<file path="config.mk">
export PLATFORM = sky130hd
export DESIGN_NAME = ldb_buffer_flat
export DESIGN_NICKNAME = d
export VERILOG_FILES = /design/src/pkg/ldb_pkg.sv /design/src/pkg/ldb_if.sv /design/src/verilog/ldb_fifo.sv /design/src/verilog/ldb_buffer.sv /design/src/flat_wrapper.sv
export SDC_FILE = /design/constraint.sdc
export NUM_CORES = 2
export LEC_CHECK = 0
export BUFFER_PORTS_ARGS = -buffer_cell sky130_fd_sc_hd__buf_2
export CAP_MARGIN = 10
export CORE_UTILIZATION = 45
export CTS_CLUSTER_SIZE = 14
export DETAILED_ROUTE_END_ITERATION = 16
export GPL_TIMING_DRIVEN = 0
export SLEW_MARGIN = 20
export SYNTH_ARGS = -nofsm -noshare
export SYNTH_HDL_FRONTEND = slang
export SYNTH_SLANG_ARGS = --single-unit
</file>
<file path="constraint.sdc">
create_clock -name core_clk -period 2.95 [get_ports core_clk]
set_input_delay 0 -clock core_clk [delete_from_list [all_inputs] [get_ports core_clk]]
set_output_delay 0 -clock core_clk [all_outputs]
set_load 0.1 [all_outputs]
</file>
<file path="src/pkg/ldb_pkg.sv">
`default_nettype none
package ldb_pkg;
    localparam int HOST_W = 64;
    localparam int PCI_W = 32;
    localparam int BYTE_W = 8;
    localparam int PAR_W = HOST_W / BYTE_W;
    localparam int HP_LEVELS = 4;
    localparam int HP_DW_PER_LEVEL = 4;
    localparam int HP_DEPTH = HP_LEVELS * HP_DW_PER_LEVEL;
    localparam int HM_DEPTH = 4;
    localparam int STEP_W = 3;
    // Nominal bus clocks; the whole block runs on the 100 MHz core clock.
    localparam int CORE_CLK_KHZ = 100000;
    localparam int HOST_CLK_KHZ = 66700;
    localparam int PCI_CLK_KHZ = 33300;
    // Last push step and last pop step of a four-quadword line write.
    localparam logic [STEP_W-1:0] STEP_LINE_LAST = 3'h3;
    localparam logic [STEP_W-1:0] STEP_DRAIN_LAST = 3'h7;

    typedef enum logic [2:0] {
        CMD_HOST_WR_MEM = 3'h0,
        CMD_HOST_RD_MEM = 3'h1,
        CMD_HOST_WR_PCI = 3'h2,
        CMD_HOST_WR_IO = 3'h3,
        CMD_HOST_RD_PCI = 3'h4,
        CMD_PCI_RD_MEM = 3'h5,
        CMD_PCI_RD_L2 = 3'h6,
        CMD_PCI_WR_MEM = 3'h7
    } ldb_cmd_t;

    typedef enum logic [2:0] {
        ST_IDLE = 3'h1,
        ST_RUN = 3'h2,
        ST_DONE = 3'h4
    } ldb_cst_t;

    typedef enum logic [2:0] {
        WAIT_NONE = 3'h0,
        WAIT_HP_ROOM = 3'h1,
        WAIT_HM_ROOM = 3'h2,
        WAIT_HP_EMPTY = 3'h3,
        WAIT_HM_DATA = 3'h4
    } ldb_wait_t;

    typedef struct packed {
        logic hp_push;
        logic hp_hi;
        logic hp_pop;
        logic hm_push;
        logic hm_pop;
        logic mem_latch;
        logic pr_latch;
        logic pr_from_host;
        logic pr_upper;
        logic pm_latch;
        logic pm_upper;
        logic pm_to_mem;
        logic host_oe;
        logic host_from_pm;
        logic pci_bus_output_enable;
    } ldb_strobe_t;
endpackage
`default_nettype wire

</file>
<file path="src/pkg/ldb_if.sv">
`default_nettype none
interface ldb_if;
    ldb_pkg::ldb_strobe_t strb;
    logic hp_ready;
    logic hp_has_data;
    logic hm_ready;
    logic hm_has_data;
    modport dev (
        input strb,
        output hp_ready, hp_has_data, hm_ready, hm_has_data
    );
    modport ctrl (
        output strb,
        input hp_ready, hp_has_data, hm_ready, hm_has_data
    );
endinterface
`default_nettype wire

</file>
<file path="src/verilog/ldb_fifo.sv">
`default_nettype none
module ldb_fifo #(
    parameter int W = 32, // Word width.
    parameter int D = 32 // Depth in words.
) (
    input wire logic core_clk, // Core clock.
    input wire logic nrst, // Async reset, active low.
    input wire logic in_valid, // Word offered.
    output logic in_ready, // Room for a word.
    input wire logic [W-1:0] in_data, // Word in.
    output logic out_valid, // Word waiting.
    input wire logic out_ready, // Word taken.
    output logic [W-1:0] out_data // Oldest word.
);
    localparam int AW = (D > 1) ? $clog2(D) : 1;
    localparam int CW = $clog2(D + 1);
    typedef struct packed {
        logic [D-1:0][W-1:0] mem;
        logic [AW-1:0] wp;
        logic [AW-1:0] rp;
        logic [CW-1:0] cnt;
        logic full;
        logic has_data;
    } ldb_fifo_st_t;
    ldb_fifo_st_t s_r;
    ldb_fifo_st_t s_nxt;
    logic wr;
    logic rd;

    // A full buffer refuses the word rather than overwrite the oldest.
    assign wr = in_valid & ~s_r.full;
    assign rd = out_ready & s_r.has_data;

    always_comb begin
        s_nxt = s_r;
        if (wr) begin
            s_nxt.mem[s_r.wp] = in_data;
            s_nxt.wp = (s_r.wp == AW'(D - 1)) ? '0 : s_r.wp + 1'b1;
        end
        if (rd) begin
            s_nxt.rp = (s_r.rp == AW'(D - 1)) ? '0 : s_r.rp + 1'b1;
        end
        s_nxt.cnt = s_r.cnt + CW'(wr) - CW'(rd);
        s_nxt.full = (s_nxt.cnt == CW'(D));
        s_nxt.has_data = (s_nxt.cnt != '0);
    end

    always_ff @(posedge core_clk or negedge nrst) begin
        if (!nrst) begin
            s_r <= '0;
        end else begin
            s_r <= s_nxt;
        end
    end

    // Flags come from flip-flops so a producer never sees a glitchy level.
    assign in_ready = ~s_r.full;
    assign out_valid = s_r.has_data;
    assign out_data = s_r.mem[s_r.rp];
endmodule
`default_nettype wire

</file>
<file path="src/verilog/ldb_buffer.sv">
// What this block does
// - Buffer data among host, memory, PCI buses.
// - Run synchronously on the 100 MHz core clock.
// - Host-to-PCI buffer: four levels, sixteen doublewords.
// - Host-to-memory buffer holds four quadwords.
// - PCI-to-memory buffer holds one quadword.
// - Latch memory read quadword before host.
// - Latch PCI reads of memory one quadword.
// - Move data only under controller strobes.
// - Host memory writes pushed, later popped out.
// - Check parity on host memory reads.
// - Generate parity on every memory write.
// - Ignore parity on memory reads for PCI.
// - Host PCI writes posted, drained when free.
// - Controller holds writes while buffer full.
// - I/O writes use buffer, complete after drain.
// - PCI read of dirty line from host.
// - Controller waits one state per doubleword.
// - Host read of PCI waits for drain.
// - Assemble PCI read doublewords before host.
// - PCI writes posted, to memory, and to host on a cache hit.
// - Drive PCI bus only while enabled.
// - Flag memory parity error active low.
`default_nettype none
module ldb_buffer (
    input wire logic core_clk, // Core clock, 100 MHz.
    input wire logic nrst, // Async reset, active low.
    ldb_if.dev lnk, // Strobes and buffer status.
    input wire logic [ldb_pkg::HOST_W-1:0] host_data_bus_in, // Host in.
    output logic [ldb_pkg::HOST_W-1:0] host_data_bus_out, // Host out.
    output logic host_data_bus_oe, // Drive host bus.
    input wire logic [ldb_pkg::HOST_W-1:0] memory_data_bus_in, // Mem in.
    output logic [ldb_pkg::HOST_W-1:0] memory_data_bus_out, // Mem out.
    output logic memory_data_bus_oe, // Drive memory bus.
    input wire logic [ldb_pkg::PAR_W-1:0] memory_parity_bus_in, // Par in.
    output logic [ldb_pkg::PAR_W-1:0] memory_parity_bus_out, // Par out.
    output logic memory_parity_bus_oe, // Drive parity bus.
    input wire logic [ldb_pkg::PCI_W-1:0] pci_ad_in, // PCI AD in.
    output logic [ldb_pkg::PCI_W-1:0] pci_ad_out, // PCI AD out.
    output logic pci_ad_oe, // Drive PCI AD bus.
    output logic parity_err_n // Memory read parity error, low.
);
    localparam int HW = ldb_pkg::HOST_W;
    localparam int PW = ldb_pkg::PCI_W;
    localparam int QW = ldb_pkg::PAR_W;

    // Every register of this end sits in one struct, so reset and the
    // next-state copy can never miss a field.
    typedef struct packed {
        logic [HW-1:0] host_read_buffer;
        logic [HW-1:0] pci_read_buffer;
        logic [HW-1:0] pci_to_mem_post_buffer;
        logic [HW-1:0] host_out;
        logic [HW-1:0] mem_out;
        logic [QW-1:0] par_out;
        logic [PW-1:0] ad_out;
        logic host_oe;
        logic mem_oe;
        logic ad_oe;
        logic par_err_n;
    } ldb_dev_st_t;

    // The error flag idles high: no error until a read proves one.
    localparam ldb_dev_st_t DEV_RST = '{par_err_n: 1'b1, default: '0};

    ldb_dev_st_t s_r;
    ldb_dev_st_t s_nxt;
    ldb_pkg::ldb_strobe_t st;
    logic [PW-1:0] hp_in;
    logic [PW-1:0] hp_data;
    logic hp_valid;
    logic [HW-1:0] hm_data;
    logic hm_valid;
    logic hm_take;
    logic [QW-1:0] rd_bad;

    // Even parity per byte lane of a quadword.
    function automatic logic [QW-1:0] par_of(input logic [HW-1:0] d);
        logic [QW-1:0] p;
        p = '0;
        for (int i = 0; i < QW; i++) begin
            p[i] = ^d[i*ldb_pkg::BYTE_W +: ldb_pkg::BYTE_W];
        end
        return p;
    endfunction

    assign st = lnk.strb;
    assign hp_in = st.hp_hi ? host_data_bus_in[HW-1:PW]
                            : host_data_bus_in[PW-1:0];
    assign hp_valid = lnk.hp_has_data;
    assign hm_valid = lnk.hm_has_data;
    assign hm_take = st.hm_pop & hm_valid;
    // Parity is checked on the raw memory bus in the latch cycle; a read
    // meant for PCI never looks at the result, so it cannot raise the flag.
    assign rd_bad = par_of(memory_data_bus_in) ^ memory_parity_bus_in;

    ldb_fifo #(
        .W(PW),
        .D(ldb_pkg::HP_DEPTH)
    ) u_host_to_pci_post_buffer (
        .core_clk(core_clk),
        .nrst(nrst),
        .in_valid(st.hp_push),
        .in_ready(lnk.hp_ready),
        .in_data(hp_in),
        .out_valid(lnk.hp_has_data),
        .out_ready(st.hp_pop),
        .out_data(hp_data)
    );

    ldb_fifo #(
        .W(HW),
        .D(ldb_pkg::HM_DEPTH)
    ) u_host_to_mem_post_buffer (
        .core_clk(core_clk),
        .nrst(nrst),
        .in_valid(st.hm_push),
        .in_ready(lnk.hm_ready),
        .in_data(host_data_bus_in),
        .out_valid(lnk.hm_has_data),
        .out_ready(st.hm_pop),
        .out_data(hm_data)
    );

    always_comb begin
        s_nxt = s_r;
        s_nxt.host_oe = st.host_oe;
        s_nxt.mem_oe = hm_take | st.pm_to_mem;
        s_nxt.ad_oe = st.pci_bus_output_enable;
        if (st.mem_latch) begin
            s_nxt.host_read_buffer = memory_data_bus_in;
            // active-low error flag
            // The flag stands until the next host read latch, so a later
            // clean read hides an earlier error from anyone who looks late.
            s_nxt.par_err_n = ~|rd_bad;
        end
        if (st.pr_latch) begin
            s_nxt.pci_read_buffer = st.pr_from_host ? host_data_bus_in
                                                    : memory_data_bus_in;
        end
        if (st.pm_latch) begin
            if (st.pm_upper) begin
                s_nxt.pci_to_mem_post_buffer[HW-1:PW] = pci_ad_in;
            end else begin
                s_nxt.pci_to_mem_post_buffer[PW-1:0] = pci_ad_in;
            end
        end
        if (st.host_oe) begin
            s_nxt.host_out = st.host_from_pm ? s_r.pci_to_mem_post_buffer
                                             : s_r.host_read_buffer;
        end
        // The line buffer wins if both sources are strobed together.
        if (hm_take) begin
            s_nxt.mem_out = hm_data;
        end else if (st.pm_to_mem) begin
            s_nxt.mem_out = s_r.pci_to_mem_post_buffer;
        end
        s_nxt.par_out = par_of(s_nxt.mem_out);
        // drive only when enabled
        // A drain pop takes the bus ahead of a read delivery. The
        // controller keeps drains off during PCI reads, so the two never
        // meet in practice; the order only settles a misbehaving strobe.
        if (st.hp_pop & hp_valid) begin
            s_nxt.ad_out = hp_data;
        end else if (st.pci_bus_output_enable) begin
            s_nxt.ad_out = st.pr_upper ? s_r.pci_read_buffer[HW-1:PW]
                                       : s_r.pci_read_buffer[PW-1:0];
        end
    end

    always_ff @(posedge core_clk or negedge nrst) begin
        if (!nrst) begin
            s_r <= DEV_RST;
        end else begin
            s_r <= s_nxt;
        end
    end

    assign host_data_bus_out = s_r.host_out;
    assign host_data_bus_oe = s_r.host_oe;
    assign memory_data_bus_out = s_r.mem_out;
    assign memory_data_bus_oe = s_r.mem_oe;
    assign memory_parity_bus_out = s_r.par_out;
    assign memory_parity_bus_oe = s_r.mem_oe;
    assign pci_ad_out = s_r.ad_out;
    assign pci_ad_oe = s_r.ad_oe;
    assign parity_err_n = s_r.par_err_n;
endmodule
`default_nettype wire

</file>
<file path="src/flat_wrapper.sv">
// flat-port wrapper written by rule: the top's interface ports become plain ports
module ldb_buffer_flat 
  (core_clk, nrst, host_data_bus_in, host_data_bus_out, host_data_bus_oe, memory_data_bus_in, memory_data_bus_out, memory_data_bus_oe, memory_parity_bus_in, memory_parity_bus_out, memory_parity_bus_oe, pci_ad_in, pci_ad_out, pci_ad_oe, parity_err_n, lnk_strb, lnk_hp_ready, lnk_hp_has_data, lnk_hm_ready, lnk_hm_has_data);
  ldb_if lnk_i ();
  input wire logic core_clk;
  input wire logic nrst;
  input wire logic [ldb_pkg::HOST_W-1:0] host_data_bus_in;
  output logic [ldb_pkg::HOST_W-1:0] host_data_bus_out;
  output logic host_data_bus_oe;
  input wire logic [ldb_pkg::HOST_W-1:0] memory_data_bus_in;
  output logic [ldb_pkg::HOST_W-1:0] memory_data_bus_out;
  output logic memory_data_bus_oe;
  input wire logic [ldb_pkg::PAR_W-1:0] memory_parity_bus_in;
  output logic [ldb_pkg::PAR_W-1:0] memory_parity_bus_out;
  output logic memory_parity_bus_oe;
  input wire logic [ldb_pkg::PCI_W-1:0] pci_ad_in;
  output logic [ldb_pkg::PCI_W-1:0] pci_ad_out;
  output logic pci_ad_oe;
  output logic parity_err_n;
  input wire logic [$bits(lnk_i.strb)-1:0] lnk_strb;
  output wire logic [$bits(lnk_i.hp_ready)-1:0] lnk_hp_ready;
  output wire logic [$bits(lnk_i.hp_has_data)-1:0] lnk_hp_has_data;
  output wire logic [$bits(lnk_i.hm_ready)-1:0] lnk_hm_ready;
  output wire logic [$bits(lnk_i.hm_has_data)-1:0] lnk_hm_has_data;
  assign lnk_i.strb = lnk_strb;
  assign lnk_hp_ready = lnk_i.hp_ready;
  assign lnk_hp_has_data = lnk_i.hp_has_data;
  assign lnk_hm_ready = lnk_i.hm_ready;
  assign lnk_hm_has_data = lnk_i.hm_has_data;
  ldb_buffer u_core (.core_clk(core_clk), .nrst(nrst), .lnk(lnk_i), .host_data_bus_in(host_data_bus_in), .host_data_bus_out(host_data_bus_out), .host_data_bus_oe(host_data_bus_oe), .memory_data_bus_in(memory_data_bus_in), .memory_data_bus_out(memory_data_bus_out), .memory_data_bus_oe(memory_data_bus_oe), .memory_parity_bus_in(memory_parity_bus_in), .memory_parity_bus_out(memory_parity_bus_out), .memory_parity_bus_oe(memory_parity_bus_oe), .pci_ad_in(pci_ad_in), .pci_ad_out(pci_ad_out), .pci_ad_oe(pci_ad_oe), .parity_err_n(parity_err_n));
endmodule
</file>
==> out/results.md <==
GRT
* wire length of the first global-routing pass: 245000 um
* initial antenna violation count: 11
* maximum number of pins on one net before global-route repair: 137
* aggregate global routing overflow: 0
* vias in the first global route: 37500
* total routing resource utilization after global routing: 0.281

Run status
* run status: finished, final reports clean

Drt
* drt first-iter violations: 3020
* final antenna-violating net count: 0
* average wire length per cell after detail routing: 24.9 um
* first drt pass iteration count: 5
* routed wire length: 165000 um
* DRC: 0
* vias per std cell: 5.54
* via count: 36700

Synth
* Synth Flop Type: dfrtp_1
* count of warnings emitted by yosys: 0
* share of the yosys chip area belonging to registers: 0.552
* synthesized net count: 4536
* number of cells produced by synthesis: 4333
* number of different library cells in the post-synthesis netlist: 37
* count of flip-flops with a built-in enable after synthesis: 0
* Post-synth ARST share: 1.00
* flip-flop and latch count after synthesis: 1156
* netlist area before placement: 0.0524 sq mm
* synthesized area per cell: 12.1 sq um

Placed design
* # port buffers: 354
* DP HPWL: 125000 um
* routability congestion estimate: 0.891

Critical path
* kind of end point of the critical path: flip-flop
* peak per-stage delay on the critical path: 0.77 ns
* critical-path cell list: nand2_4 > inv_2 > clkbuf_8 > clkbuf_1 > mux2i_2 > xor2_1 > xnor3_1
* worst setup path class: reg2reg
* startpoint types: flip-flop
* Crit-path slowest cell: clkbuf_1
* Worst EP required: 3.52 ns
* total buffers and inverters traversed by the critical path: 3
* data arrival time at the worst-slack endpoint: 3.51 ns
* largest fanout of any net on the critical path: 10
* FF-to-FF path depth: 7
* number of cells on the critical path: 7
* delay-heaviest family, CP: buffers and inverters

Clock tree
* Num CTS Buffers: 119
* root buffer cell: clkbuf_16
* number of clock sinks seen by CTS: 1156
* maximum buffer depth of the clock tree: 3
* Clock transition at path regs: 0.06 ns
* TritonCTS clock tree: done
* source-to-sink clock delay at the later pin of the worst-skew pair: 0.72 ns
* CTS H-tree lvls: 3

Pwr
* highest ir drop seen on vdd: 0.000662 V
* leakage dissipation: 27.8 nW
* Power Dens Cells: 1200 mW/mm^2

STA
* final setup violating endpoints: 0
* total negative slack for setup checks: 0 ns
* final worst clock skew: 0.0292 ns
* Least-Margin Pin Slew: 1.19 ns
* final hold viol count: 0
* period utilisation layout: 0.995
* min cycle time layout: 2.94 ns
* Hold WS: 0.0744 ns
* Max-slew headroom: 0.205
* final slew viol count: 0
* FMAX: 341 MHz

Floorplan
* Core Rows: 124
* horizontal die dimension: 343 um
* Placeable Area: 0.115 sq mm
* height of the die: 343 um
* I/O pin total: 362
* initial cell density of the core: 0.456
* die footprint: 0.118 sq mm

Layout
* proportion of layout cells with a drive suffix above 1: 0.270
* most common library cell in the layout ignoring fill and taps: dfrtp_1
* commonest non-fill, non-tap cells in the layout: 1154 x dfrtp_1, 521 x nor2_1, 516 x a21oi_1, 386 x mux2_2, 368 x buf_2
* layout-stage area growth over the synthesis result: 19.5%
* final net count: 5210
* post-layout util: 0.545

Worst hold path
* hold path depth: 6
* Hold WC Path Type: in2reg

Run
* max cap viols: 0

[registers in the layout, indices dropped and copies added (netlist names)]
| name | count |
|---|---|
| u_core.u_host_to_mem_post_buffer.s_r | 264 |
| u_core.parity_err_n | 1 |
| u_core.u_host_to_pci_post_buffer.out_valid | 1 |
| u_core.u_host_to_pci_post_buffer.s_r | 526 |
| u_core.memory_data_bus_out | 64 |
| u_core.s_r | 192 |
| u_core.memory_parity_bus_out | 8 |
| u_core.pci_ad_oe | 1 |
| u_core.u_host_to_mem_post_buffer.out_valid | 1 |
| u_core.host_data_bus_out | 64 |
| u_core.host_data_bus_oe | 1 |
| u_core.pci_ad_out | 32 |
| u_core.memory_data_bus_oe | 1 |
[where the power goes]
group	internal, mW	total [mW]	leakage [nW]	switching (mW)
combinational	13.2	32.4	12.0	19.3
sequential	22.5	26.4	13.7	3.92
clock	9.58	16.1	2.07	6.53
total	45.2	74.9	27.8	29.7
[routing by layer]
layer / wire length [um] / GRT usage / part of all wire / vias up
met5: 46 / 0 / 0.00028 / -
met4: 6000 / 0.104 / 0.036 / 6
met3: 8020 / 0.0356 / 0.049 / 282
met2: 80300 / 0.467 / 0.49 / 1134
met1: 70600 / 0.378 / 0.43 / 18800
li1: - / - / - / 16500
[worst reg2reg max path, delay by kind of cell, from the launching register on]
kind	cells	cell delay, ns
buffers and inverters	3	1.02
multiplexers	1	0.60
AND/OR/NAND/NOR	1	0.09
XOR/XNOR	2	0.65
flip-flops	1	0.42
[cells by family (layout without fill, tap and decap cells)]
family	Yosys count	after routing	share of synthesized area
AOI/OAI and AO/OA	850	850	0.0876
and+or+nand+nor	797	797	0.0581
xor gates and xnor gates	144	144	0.0282
buffers and inverters	502	1270	0.0496
DFF	1156	1156	0.552
other	0	13	0
adders and majority gates	18	18	0.00458
muxes	866	866	0.220
[metrics by stage]
step           total power, mW  setup WS, ns  cells  instance area [sq um]
2_1_floorplan             49.6       0.00234   4333                  52500
3_3_place_gp              57.7        -27.58   6199                  56200
3_5_place_dp              58.4        -0.350   6208                  56400
4_1_cts                   74.8       0.00825   6613                  62600
5_1_grt                   78.5      -0.00213   6621                  62700
6_report                  74.9        0.0147   6626                  62700
[final timing paths]
check	startpoint	endpoint	slack, ns
max	u_core.u_host_to_mem_post_buffer.out_valid	u_core.memory_parity_bus_out[6]	0.01
min	memory_parity_bus_in[0]	u_core.parity_err_n	0.07
max reg2reg	u_core.u_host_to_mem_post_buffer.out_valid	u_core.memory_parity_bus_out[6]	0.01
min reg2reg	u_core.u_host_to_pci_post_buffer.s_r[132]	u_core.u_host_to_pci_post_buffer.s_r[132]	0.47
max in group asynchronous	nrst	u_core.u_host_to_pci_post_buffer.s_r[190]	0.65
min in group asynchronous	nrst	u_core.host_data_bus_out[24]	0.50
[timing repair]
item,4_1_cts,5_1_grt
resized for setup,20,31
setup endpoints to repair,85,66
hold buffers,192,0
endpoints found under the hold margin,1220,0
buffers inserted,1,0
pin swaps,1,0
[cells in the mapped netlist, types with 4 or more instances]
master / n / area [sq um]
dfrtp_1: 1155 / 28900
nor2_1: 526 / 1970
a21oi_1: 516 / 2580
mux2_2: 386 / 4350
mux2i_1: 288 / 2880
clkbuf_1: 252 / 946
nand2_1: 244 / 916
o21ai_0: 228 / 1140
mux4_2: 192 / 4320
buf_4: 173 / 1300
xor2_1: 65 / 569
xnor2_1: 63 / 552
buf_1: 34 / 128
a221oi_1: 32 / 280
a22o_1: 32 / 280
o211ai_1: 32 / 240
buf_2: 23 / 115
ha_1: 16 / 200
inv_1: 16 / 60.1
xnor3_1: 16 / 360
nand3_1: 9 / 45.0
nor2b_1: 5 / 31.3
a21o_1: 4 / 30.0
nand2b_1: 4 / 25.0
[area by class of cell]
cell class | count | area, sq um
Antenna cell | 13 | 32.5
Buffer | 483 | 2600
Clock buffer | 171 | 3520
Clock inverter | 44 | 656
Fill cell | 9882 | 52300
Inverter | 16 | 60.1
Multi-Input combinational cell | 2675 | 21000
Sequential cell | 1156 | 28900
Tap cell | 1512 | 1890
Timing Repair Buffer | 556 | 3980
No activity file was read; power rests on OpenSTA's default activity.
